`src/pkg/ttc_pkg.sv`:
```
package ttc_pkg;

   // register indices; byte address is four times the index
   localparam logic [7:0]  IDX_CTRL      = 8'hc8;
   localparam logic [7:0]  IDX_RCAP_LO   = 8'hca;
   localparam logic [7:0]  IDX_RCAP_HI   = 8'hcb;
   localparam logic [7:0]  IDX_CNT_LO    = 8'hcc;
   localparam logic [7:0]  IDX_CNT_HI    = 8'hcd;
   localparam logic [7:0]  IDX_CLK_SPEED = 8'h8e;
   localparam logic [7:0]  IDX_INT_STAT  = 8'he0;
   localparam logic [7:0]  IDX_INT_MASK  = 8'he1;
   localparam int unsigned ADDR_W        = 12;
   localparam int unsigned IDX_LSB       = 2;

   // field positions
   localparam int unsigned FAST_TICK_BIT = 5;
   localparam int unsigned INT_OVF_BIT   = 0;
   localparam int unsigned INT_EXT_BIT   = 1;
   localparam int unsigned OVF_FLAG_BIT  = 7;
   localparam int unsigned EXT_FLAG_BIT  = 6;

   // reset values and constants
   localparam logic [7:0]  RST_BYTE      = 8'h00;
   localparam logic [1:0]  RST_INT       = 2'h0;
   localparam logic [15:0] CNT_MAX       = 16'hffff;
   localparam logic [1:0]  RESP_OKAY     = 2'h0;
   localparam logic [1:0]  RESP_SLVERR   = 2'h2;

   // clocks per count tick
   localparam logic [3:0]  DIV_BAUD      = 4'h2;
   localparam logic [3:0]  DIV_FAST      = 4'h4;
   localparam logic [3:0]  DIV_SLOW      = 4'hc;

   typedef struct packed {
      logic overflow_flag;
      logic external_edge_flag;
      logic rx_baud_source_select;
      logic tx_baud_source_select;
      logic ext_trigger_enable;
      logic run_control;
      logic count_source_select;
      logic capture_reload_select;
   } ttc_ctrl_s;

   typedef struct packed {
      logic rx_tick;
      logic tx_tick;
   } ttc_baud_s;

endpackage : ttc_pkg

```
`src/ttc_timer.sv`:
```
// Summary of operation
// overflow from ffff sets sticky overflow flag
// overflow flag set only when not baud
// software writing overflow flag raises request
// trigger falling edge sets external flag
// software setting external flag raises request
// rx select picks receiver baud tick source
// tx select picks transmitter baud tick source
// baud mode ticks every two clocks
// trigger enable gates capture/reload outside baud
// run bit starts, halt keeps count
// count source: prescaled clock or pin edges
// reload on overflow and trigger edge
// capture count on trigger edge
// baud mode forces auto-reload on overflow
// low capture byte captures and reloads low
// high capture byte captures and reloads high
// count bytes readable, reset to zero
// one request while either flag set
//
// Our own choice: the AXI4-Lite interface to the registers.
`timescale 1ns/1ns
module ttc_timer (
   // clock and reset
   input  wire logic                      aclk,
   input  wire logic                      aresetn,
   // axi4-lite write address
   input  wire logic [ttc_pkg::ADDR_W-1:0] s_axi_awaddr,
   input  wire logic                      s_axi_awvalid,
   output logic                           s_axi_awready,
   // axi4-lite write data and response
   input  wire logic [31:0]               s_axi_wdata,
   input  wire logic [3:0]                s_axi_wstrb,
   input  wire logic                      s_axi_wvalid,
   output logic                           s_axi_wready,
   output logic [1:0]                     s_axi_bresp,
   output logic                           s_axi_bvalid,
   input  wire logic                      s_axi_bready,
   // axi4-lite read
   input  wire logic [ttc_pkg::ADDR_W-1:0] s_axi_araddr,
   input  wire logic                      s_axi_arvalid,
   output logic                           s_axi_arready,
   output logic [31:0]                    s_axi_rdata,
   output logic [1:0]                     s_axi_rresp,
   output logic                           s_axi_rvalid,
   input  wire logic                      s_axi_rready,
   // pins
   input  wire logic                      ext_trigger_pin,
   input  wire logic                      event_count_pin,
   // baud logic of serial port 0
   input  wire logic                      other_timer_overflow,
   output ttc_pkg::ttc_baud_s             baud_tick,
   // interrupts
   output logic                           timer_irq,
   output logic                           irq
);
   import ttc_pkg::*;

   ttc_ctrl_s   ctrl;
   logic [7:0]  rcap_lo, rcap_hi, cnt_lo, cnt_hi, clk_speed;
   logic [1:0]  int_stat, int_mask;
   logic [15:0] count, rcap;
   assign count = {cnt_hi, cnt_lo};
   assign rcap  = {rcap_hi, rcap_lo};

   // ---------------- axi4-lite slave ----------------
   logic                aw_hold, w_hold, do_write;
   logic [ADDR_W-1:0]   aw_addr, ar_addr;
   logic [31:0]         w_data;
   logic [3:0]          w_strb;
   logic [7:0]          w_idx, r_idx;
   logic                w_ok, r_ok, wr_lane;

   // address and data are taken in either order, then held until the write
   always_ff @(posedge aclk) begin
      if (!aresetn) begin
         aw_hold       <= 1'b0;
         s_axi_awready <= 1'b0;
      end else if (s_axi_awvalid && s_axi_awready) begin
         aw_hold       <= 1'b1;
         aw_addr       <= s_axi_awaddr;
         s_axi_awready <= 1'b0;
      end else begin
         if (do_write) aw_hold <= 1'b0;
         s_axi_awready <= !aw_hold && !s_axi_bvalid;
      end
   end

   always_ff @(posedge aclk) begin
      if (!aresetn) begin
         w_hold       <= 1'b0;
         s_axi_wready <= 1'b0;
      end else if (s_axi_wvalid && s_axi_wready) begin
         w_hold       <= 1'b1;
         w_data       <= s_axi_wdata;
         w_strb       <= s_axi_wstrb;
         s_axi_wready <= 1'b0;
      end else begin
         if (do_write) w_hold <= 1'b0;
         s_axi_wready <= !w_hold && !s_axi_bvalid;
      end
   end

   assign do_write = aw_hold && w_hold && !s_axi_bvalid;
   assign w_idx    = aw_addr[IDX_LSB +: 8];
   assign w_ok     = (aw_addr[ADDR_W-1:IDX_LSB+8] == '0) && (aw_addr[IDX_LSB-1:0] == '0) &&
                     (w_idx inside {IDX_CTRL, IDX_RCAP_LO, IDX_RCAP_HI, IDX_CNT_LO,
                                    IDX_CNT_HI, IDX_CLK_SPEED, IDX_INT_STAT, IDX_INT_MASK});
   // only byte lane 0 carries register data; other lanes are ignored
   assign wr_lane  = do_write && w_ok && w_strb[0];

   // write response one cycle after both halves are in
   always_ff @(posedge aclk) begin
      if (!aresetn) begin
         s_axi_bvalid <= 1'b0;
         s_axi_bresp  <= RESP_OKAY;
      end else if (do_write) begin
         s_axi_bvalid <= 1'b1;
         s_axi_bresp  <= w_ok ? RESP_OKAY : RESP_SLVERR;
      end else if (s_axi_bready) begin
         s_axi_bvalid <= 1'b0;
      end
   end

   assign r_idx = s_axi_araddr[IDX_LSB +: 8];
   assign r_ok  = (s_axi_araddr[ADDR_W-1:IDX_LSB+8] == '0) && (s_axi_araddr[IDX_LSB-1:0] == '0);

   // read data is sampled at the address handshake and answered next cycle
   always_ff @(posedge aclk) begin
      if (!aresetn) begin
         s_axi_arready <= 1'b0;
         s_axi_rvalid  <= 1'b0;
         s_axi_rdata   <= '0;
         s_axi_rresp   <= RESP_OKAY;
      end else if (s_axi_arvalid && s_axi_arready) begin
         s_axi_arready <= 1'b0;
         s_axi_rvalid  <= 1'b1;
         s_axi_rresp   <= RESP_OKAY;
         s_axi_rdata   <= '0;
         unique case (r_ok ? r_idx : 8'h00)
            IDX_CTRL:      s_axi_rdata[7:0] <= ctrl;
            IDX_RCAP_LO:   s_axi_rdata[7:0] <= rcap_lo;
            IDX_RCAP_HI:   s_axi_rdata[7:0] <= rcap_hi;
            IDX_CNT_LO:    s_axi_rdata[7:0] <= cnt_lo;
            IDX_CNT_HI:    s_axi_rdata[7:0] <= cnt_hi;
            IDX_CLK_SPEED: s_axi_rdata[7:0] <= clk_speed;
            IDX_INT_STAT:  s_axi_rdata[1:0] <= int_stat;
            IDX_INT_MASK:  s_axi_rdata[1:0] <= int_mask;
            default:       s_axi_rresp      <= RESP_SLVERR;
         endcase
      end else begin
         if (s_axi_rready) s_axi_rvalid <= 1'b0;
         // a new address is taken once the previous answer is gone or leaving
         s_axi_arready <= !s_axi_rvalid || s_axi_rready;
      end
   end

   // ---------------- pin synchronisers ----------------
   logic [2:0] trg_sync, evt_sync;
   logic       trg_lvl, evt_lvl, trg_fall, evt_fall;

   // three stages; a level counts once stages two and three agree
   always_ff @(posedge aclk) begin
      if (!aresetn) begin
         trg_sync <= 3'h7;
         evt_sync <= 3'h7;
         trg_lvl  <= 1'b1;
         evt_lvl  <= 1'b1;
      end else begin
         trg_sync <= {trg_sync[1:0], ext_trigger_pin};
         evt_sync <= {evt_sync[1:0], event_count_pin};
         if (trg_sync[1] == trg_sync[2]) trg_lvl <= trg_sync[2];
         if (evt_sync[1] == evt_sync[2]) evt_lvl <= evt_sync[2];
      end
   end

   assign trg_fall = trg_lvl && (trg_sync[1] == trg_sync[2]) && !trg_sync[2];
   assign evt_fall = evt_lvl && (evt_sync[1] == evt_sync[2]) && !evt_sync[2];

   // ---------------- count engine ----------------
   logic       baud, tick, ovf, ovf_flag_set, ext_flag_set, ext_act, reload, capture;
   logic [3:0] pre, pre_lim;
   logic       pre_tick;

   assign baud    = ctrl.rx_baud_source_select || ctrl.tx_baud_source_select;
   assign pre_lim = baud ? DIV_BAUD : (clk_speed[FAST_TICK_BIT] ? DIV_FAST : DIV_SLOW);

   // prescaler; restarts whenever the timer is halted so the first tick is a full period
   always_ff @(posedge aclk) begin
      if (!aresetn || !ctrl.run_control) pre <= '0;
      else if (pre >= pre_lim - 4'h1)    pre <= '0;
      else                               pre <= pre + 4'h1;
   end

   assign pre_tick = ctrl.run_control && (pre >= pre_lim - 4'h1);
   // baud mode ignores the count source select
   assign tick     = baud ? pre_tick :
                     (ctrl.count_source_select ? (ctrl.run_control && evt_fall) : pre_tick);
   assign ovf      = tick && (count == CNT_MAX);
   assign ext_act  = ctrl.ext_trigger_enable && trg_fall && !baud;
   assign reload   = (ovf && (baud || !ctrl.capture_reload_select)) ||
                     (ext_act && !ctrl.capture_reload_select);
   assign capture  = ext_act && ctrl.capture_reload_select;
   assign ovf_flag_set = ovf && !baud;
   assign ext_flag_set = ctrl.ext_trigger_enable && trg_fall;

   // count bytes; a software write wins over the engine in that cycle
   always_ff @(posedge aclk) begin
      if (!aresetn) begin
         cnt_lo <= RST_BYTE;
         cnt_hi <= RST_BYTE;
      end else if (wr_lane && (w_idx == IDX_CNT_LO || w_idx == IDX_CNT_HI)) begin
         if (w_idx == IDX_CNT_LO) cnt_lo <= w_data[7:0];
         else                     cnt_hi <= w_data[7:0];
      end else if (reload) begin
         {cnt_hi, cnt_lo} <= rcap;
      end else if (tick) begin
         {cnt_hi, cnt_lo} <= count + 16'h0001;
      end
   end

   // capture/reload pair; capture beats a software write in the same cycle
   always_ff @(posedge aclk) begin
      if (!aresetn) begin
         rcap_lo <= RST_BYTE;
         rcap_hi <= RST_BYTE;
      end else if (capture) begin
         rcap_lo <= cnt_lo;
         rcap_hi <= cnt_hi;
      end else if (wr_lane && w_idx == IDX_RCAP_LO) begin
         rcap_lo <= w_data[7:0];
      end else if (wr_lane && w_idx == IDX_RCAP_HI) begin
         rcap_hi <= w_data[7:0];
      end
   end

   // control register; hardware setting a flag wins over a software clear
   ttc_ctrl_s next_ctrl;
   always_comb begin
      next_ctrl = ctrl;
      if (wr_lane && w_idx == IDX_CTRL) next_ctrl = ttc_ctrl_s'(w_data[7:0]);
      if (ovf_flag_set) next_ctrl.overflow_flag      = 1'b1;
      if (ext_flag_set) next_ctrl.external_edge_flag = 1'b1;
   end

   always_ff @(posedge aclk) begin
      if (!aresetn) begin
         ctrl      <= ttc_ctrl_s'(RST_BYTE);
         clk_speed <= RST_BYTE;
         timer_irq <= 1'b0;
      end else begin
         ctrl      <= next_ctrl;
         timer_irq <= next_ctrl.overflow_flag || next_ctrl.external_edge_flag;
         if (wr_lane && w_idx == IDX_CLK_SPEED) clk_speed <= w_data[7:0];
      end
   end

   // ---------------- interrupt status and mask ----------------
   logic [1:0] next_stat, evt_bits;
   assign evt_bits = {ext_flag_set, ovf_flag_set};
   always_comb begin
      next_stat = int_stat;
      if (wr_lane && w_idx == IDX_INT_STAT) next_stat = int_stat & ~w_data[1:0];
      next_stat = next_stat | evt_bits; // set wins over write-one-to-clear
   end

   always_ff @(posedge aclk) begin
      if (!aresetn) begin
         int_stat <= RST_INT;
         int_mask <= RST_INT;
         irq      <= 1'b0;
      end else begin
         int_stat <= next_stat;
         if (wr_lane && w_idx == IDX_INT_MASK) int_mask <= w_data[1:0];
         irq      <= |(next_stat & ((wr_lane && w_idx == IDX_INT_MASK) ? w_data[1:0] : int_mask));
      end
   end

   // ---------------- baud ticks for serial port 0 ----------------
   // registered, so the serial logic sees each tick one cycle after the overflow
   always_ff @(posedge aclk) begin
      if (!aresetn) begin
         baud_tick <= '0;
      end else begin
         baud_tick.rx_tick <= ctrl.rx_baud_source_select ? ovf : other_timer_overflow;
         baud_tick.tx_tick <= ctrl.tx_baud_source_select ? ovf : other_timer_overflow;
      end
   end

   logic ctrl_wr, cnt_wr;
   assign ctrl_wr = wr_lane && w_idx == IDX_CTRL;
   assign cnt_wr  = wr_lane && (w_idx == IDX_CNT_LO || w_idx == IDX_CNT_HI);
endmodule : ttc_timer

```
`config.mk`:
```
export PLATFORM = sky130hd
export DESIGN_NAME = ttc_timer
export DESIGN_NICKNAME = d
export VERILOG_FILES = /design/src/pkg/ttc_pkg.sv /design/src/ttc_timer.sv
export SDC_FILE = /design/constraint.sdc
export NUM_CORES = 1
export LEC_CHECK = 0
export BUFFER_PORTS_ARGS = -buffer_cell sky130_fd_sc_hd__buf_4
export CORE_ASPECT_RATIO = 0.7
export CORE_MARGIN = 2
export CORE_UTILIZATION = 43
export DETAILED_ROUTE_END_ITERATION = 10
export HOLD_SLACK_MARGIN = 0.03
export PLACE_DENSITY = 0.67
export SYNTH_ARGS = -nofsm -noshare
export SYNTH_HDL_FRONTEND = slang
export SYNTH_SLANG_ARGS = --single-unit
```
`constraint.sdc`:
```
create_clock -name aclk -period 6 [get_ports aclk]
set_clock_uncertainty 0.05 [all_clocks]
set_input_delay 0.3 -clock aclk [delete_from_list [all_inputs] [get_ports aclk]]
set_output_delay 0.3 -clock aclk [all_outputs]
set_load 0.05 [all_outputs]
```
-- After elaboration in Yosys (flattened, before gate mapping)
Cells that the tools add are included.
- add/sub/neg operators: 3
- $lt $le $gt $ge: 1
- equality and inequality tests: 22
- mux-type cells: 36
- bitwise operators: 5
- reductions and logical operators: 72
- operator list (kind ; count):
    8-bit equality test, second input constant ; 16
    8-bit 2-to-1 mux ; 15
    6-bit one-hot mux with 6 select lines ; 1
    1-bit logical AND ; 32
    16-bit by 1-bit adder with 16-bit output, second input constant ; 1
    16-bit equality test, second input constant ; 1
    2-bit one-hot mux with 8 select lines ; 1
    1-bit 2-to-1 mux ; 13
    2-bit nonzero test ; 6
    1-bit zero test ; 10
    2-bit AND reduction ; 5
    2-bit OR reduction ; 5
    2-bit zero test ; 4
    2-bit 2-to-1 mux ; 4
    4-bit 2-to-1 mux ; 2
    8-bit nonzero test ; 1
    8-bit OR reduction ; 1
    1-bit logical OR ; 7
    4-bit by 1-bit adder with 4-bit output, second input constant ; 1
    2-bit bitwise AND ; 2
    4-bit >= comparator ; 1
    2-bit inequality test, second input constant ; 2
    4-bit by 1-bit subtractor with 4-bit output, second input constant ; 1
    3-bit nonzero test ; 1
    other kinds (5) ; 6
- bits in registers: 108
- input bits: 70

-- Logic depth before layout (Yosys ltp)
- depth in word-level cells: 12
- mapped depth: 10
- mapped depth without buffers: 9

-- Least setup slack after synthesis
No wires, ideal clock.
- path kind: register to register
- from: register ctrl[4] in the netlist's numbering
- to: register cnt_hi[0]
- setup time: 0.133 ns
- data arrival time: 2.540 ns
- required time: 5.817 ns
- path slack: 3.278 ns
- cell stages (with the launch flop): 11
- path buffers: 1
- period minus slack after synthesis: 2.722 ns
- cell sequence: dfxtp_1 -> nor2_1 -> inv_1 -> ha_1 -> a211o_1 -> a221o_1 -> and4_1 -> o21ai_2 -> buf_4 -> mux2i_1 -> a21oi_1
- word-level cells in the longest chain between the ends: 12
- ends and longest elaborated chain (item ; line ; source):
    from (decl) ; ttc_timer.sv:59 ; ttc_ctrl_s ctrl;
    from (signal assigned) ; ttc_timer.sv:248 ; ctrl <= ttc_ctrl_s'(RST_BYTE);
    from (signal assigned) ; ttc_timer.sv:252 ; ctrl <= next_ctrl;
    1-bit logical OR (*) ; ttc_timer.sv:185 ; assign baud = ctrl.rx_baud_source_select || ctrl.tx_baud_source_select;
    4-bit 2-to-1 mux ; ttc_timer.sv:186 ; assign pre_lim = baud ? DIV_BAUD : (clk_speed[FAST_TICK_BIT] ? DIV_FAST : DIV_SLOW);
    4-bit by 1-bit subtractor with 4-bit output ; ttc_timer.sv:195 ; assign pre_tick = ctrl.run_control && (pre >= pre_lim - 4'h1);
    4-bit >= comparator ; ttc_timer.sv:195 ;
    1-bit logical AND ; ttc_timer.sv:195 ;
    1-bit 2-to-1 mux ; ttc_timer.sv:198 ; (ctrl.count_source_select ? (ctrl.run_control && evt_fall) : pre_tick);
    1-bit 2-to-1 mux ; ttc_timer.sv:197 ; assign tick = baud ? pre_tick :
    1-bit logical AND ; ttc_timer.sv:199 ; assign ovf = tick && (count == CNT_MAX);
    1-bit logical AND ; ttc_timer.sv:201 ; assign reload = (ovf && (baud || !ctrl.capture_reload_select)) ||
    1-bit logical OR ; ttc_timer.sv:201 ;
    3-bit nonzero test (no line) / 8-bit 2-to-1 mux (equally long branches) ; -- ;
    2-bit AND reduction (no line) / 8-bit 2-to-1 mux (equally long branches) ; -- ;
    to (signal assigned) ; ttc_timer.sv:214 ; else cnt_hi <= w_data[7:0];
    to (signal assigned) ; ttc_timer.sv:216 ; {cnt_hi, cnt_lo} <= rcap;
    to (signal assigned) ; ttc_timer.sv:218 ; {cnt_hi, cnt_lo} <= count + 16'h0001;
    to (decl) ; ttc_timer.sv:60 ; logic [7:0] rcap_lo, rcap_hi, cnt_lo, cnt_hi, clk_speed;
Every way passes the cells marked *; elsewhere a longest branch is shown, timed or not.
A chain may end at the register's enable or synchronous reset.

-- Worst setup path in the final report
- from: register ctrl[5] in the netlist's numbering
- to: register cnt_hi[6]
The elaborated chain is that of the path after synthesis.

==> metrics.md <==
| Metric | Value |
|---|---|
| Most frequent cells after synthesis | 85 x dfxtp_1, 79 x nor2_1, 47 x mux2i_1 |
| Router iterations before antenna repair | 7 |
| Clock power frac | between 30% and 40% |
| Hold Violations, Final | 0 |
| Layout cells sized above 1 | between 10% and 20% |
| Vias | between 4000 and 5000 |
| Setup bufs post-CTS | 0 |
| Clock tree buffer depth | 2 |
| Clk sinks | between 100 and 150 |
| Core ar. | around 12000 sq um |
| Syn. warnings | 0 |
| Status | complete, no violations |
| Internal Power | approximately 1.1 mW |
| Power Dens Cells | 247.3 nW/um^2 |
| CTS tree | yes |
| CP Capture Type | flop |
| Clk slew on worst S/H paths | roughly 0.08 ns |
| Port Buffers | 61 |
| Post-Synth Simple-Gate Area | 18.92% |
| Fill cells | around 1100 |
| Top-area cell type share of the netlist area | between 30 and 40% |
| Antenna-violating nets left | 0 |
| Drt wl/cell | 18.33 um |
| Seq pwr share | between 50 and 60% |
| Die Width | approximately 140 um |
| Area grow syn2layout | 13.94% |
| Starting Density | between 40 and 50% |
| Final Total Pwr | roughly 1.5 mW |
| Hold Crit Class | input pin to flop |
| Hold buffers post-CTS | 0 |
| Sw frac | between 20 and 30% |
| Die ar. | 13080 sq um |
| Max Freq | about 270 MHz |
| Total gr overflow | 0 |
| CP required | between 6 and 7 ns |
| Yosys reg bits | ~110 |
| Setup violators final | 0 |
| Final Cycle Share | approximately three fifths |
| Initial antenna violation count | 0 |
| Crit-path slowest cell | o21ai_2 |
| Cells after synthesis | around 560 |
| Synth Area in Compound Gates | 16.62% |
| Reported net switching power | around 0.4 mW |
| Worst IR Drop VDD | ~150 uV |
| Number of CTS-inserted buffers | 9 |
| Ys flop type | dfxtp_1 |
| Detailed placer's ending HPWL | between 10000 and 15000 um |
| Sequential area share after synthesis | between 40 and 50% |
| Area leader, netlist | dfxtp_1 |
| # rows | 33 |
| Final min period | ~3.7 ns |
| MaxCap Viol Count | 0 |
| Fraction of registers with async set/reset | 0% |
| Combinational share of power | roughly a tenth |
| Area of the multi-input gates | around 2600 sq um |
| Number of global-route vias before repair | about 4100 |
| CP max stage delay | ~0.87 ns |
| Main combinational cell family by area after synthesis | simple AND/OR/NAND/NOR gates |
| Top-count cell post-synth | dfxtp_1 |
| Tot GR Track Use | roughly 22% |
| Final nets | a little under 700 |
| CP Class | flop to flop |
| Layout Utilization | approximately 51% |
| Cell area after layout | 5961 sq um |
| CTS resizes | 0 |
| Crit-path cells | nor2_1 > inv_1 > ha_1 > a211o_1 > a221o_1 > and4_1 > o21ai_2 > a221oi_1 > o221a_1 |
| Die height | ~96 um |
| Pins Over Slew Limit | 0 |
| Synthesized area | 5231 sq um |
| Detailed-route DRC error count | 0 |
| P_leak | roughly 2.4 nW |
| Crit path buffers/inverters | 1 |
| Via/cell ratio | around 5.7 |
| Crit-path max FO | 17 |
| RePlAce Congestion | between 0.9 and 1 |
| Crit start category | flop |
| Synth area leaders | dfxtp_1 33%, edfxtp_1 12%, mux2i_1 9.0% |
| Area after DPL | about 5700 sq um |
| First-pass GRT wire length | between 20000 and 25000 um |
| CTS root buffer | clkbuf_16 |
| Synth unique cells | 58 |
| Mux cell area share after synthesis | under 10% |
| Largest net degree at the start of global routing | between 40 and 50 |
| Diodes inserted | 0 |
| Synth Area per Inst | a little over 9 sq um |
| Later-pin clock latency in the skew report | between 0.3 and 0.4 ns |
| Data arrival time of the critical path | between 3 and 4 ns |
| Pin slew with the least headroom to its limit | between 1 and 1.5 ns |
| Adder-Cell Fraction of Synth Area | less than 1% |
| Total routed wirelength | approximately 14000 um |
| Unrepaired setup endpoints after global routing | no |
| Initial DRC Count | 455 |
| Register area | about 2300 sq um |
| # IOs | approximately 120 |
| Setup TNS | 0 ns |
| H-tree level count | 3 |
| XOR/XNOR Fraction of Synth Area | around 2.5% |
| Critical path's top delay family | compound AO/OA/AOI/OAI gates |
| Rel. slew slack | around 27% |
| Number of synthesized flops with an enable pin | 21 |
[routing by layer]
layer | up-vias | wire, um | GRT usage, %
met4 | 0 | 178 | 5.642
met5 | - | 0 | 0
li1 | 2086 | - | -
met3 | 17 | 1082 | 4.739
met2 | 176 | 6273 | 34.68
met1 | 2134 | 6543 | 31.39
[through the flow]
step                      hold WS [ns]  setup slack, ns  std cells
final                          0.06285            2.288        768
after global routing           0.05534            2.109        768
after CTS                      0.05873            2.408        768
after detailed placement        0.3500            2.406        752
after global placement          0.3509            2.469        752
after floorplan                 0.3363            3.278        589
[path summary, 6_finish.rpt]
check | from | to | slack, ns | cells past startpoint
min reg2reg | trg_sync[0]$_SDFF_PN1_ | trg_sync[1]$_SDFF_PN1_ | 0.36 | 1
min | s_axi_awaddr[9] | aw_addr[9]$_DFFE_PP_ | 0.06 | 1
max | ctrl[5]$_SDFFE_PN0P_ | cnt_hi[6]$_SDFFE_PN0P_ | 2.29 | 9
max reg2reg | ctrl[5]$_SDFFE_PN0P_ | cnt_hi[6]$_SDFFE_PN0P_ | 2.29 | 9
[flip-flops by register name, summed over array words and instances (netlist names), 8 cells and up]
name         cells
cnt_lo           8
aw_addr         12
cnt_hi           8
ctrl             8
clk_speed        8
rcap_hi          8
w_data           8
rcap_lo          8
s_axi_rdata      8
[placed cells by master (no fill, tap or decap), drive strengths merged, types with 2 or more instances in the layout]
master	count
clkbuf	9
inv	16
nor2	79
mux2i	47
dfxtp	85
a311oi	8
or3	2
conb	26
nand3	13
or3b	2
nor3	14
nand2	29
nor3b	7
or4	2
or2b	3
a22oi	11
nor4bb	2
nor4	3
nor2b	2
xor2	5
a2111oi	2
ha	4
a21oi	34
clkinv	4
o21ai	19
o221ai	13
o22ai	10
a211oi	14
nand4	6
buf	63
or2	3
nand2b	11
o32ai	2
edfxtp	21
xnor2	10
and3	6
a31oi	6
and2	4
a21boi	5
[logic make-up (layout without fill, tap and decap cells)]
logic type / count (synthesis) / in the layout
and+or+nand+nor: 193 / 193
AOI/OAI and AO/OA: 128 / 128
DFF: 106 / 106
buffers and inverters: 70 / 92
muxes: 47 / 47
xor gates and xnor gates: 15 / 15
adders and majority gates: 4 / 4
other: 1 / 26
[cell type report]
type | instances | share of cell area, %
inverters | 13 | 0.8186
flip-flops and latches | 106 | 39.13
well taps | 157 | 3.296
multi-input cells | 413 | 43.87
repair buffers | 63 | 7.935
clock buffers | 9 | 3.778
clock inverters | 7 | 1.175
[power groups by stage]
| stage | combinational (mW) | clock (mW) | sequential [mW] |
|---|---|---|---|
| floorplan | 0.0857 | 0 | 0.788 |
| global placement | 0.135 | 0 | 0.768 |
| detailed placement | 0.137 | 0 | 0.769 |
| CTS | 0.137 | 0.592 | 0.752 |
| global route | 0.146 | 0.621 | 0.754 |
| finish | 0.136 | 0.585 | 0.753 |
Note: power is estimated with default switching activity, not from simulation.
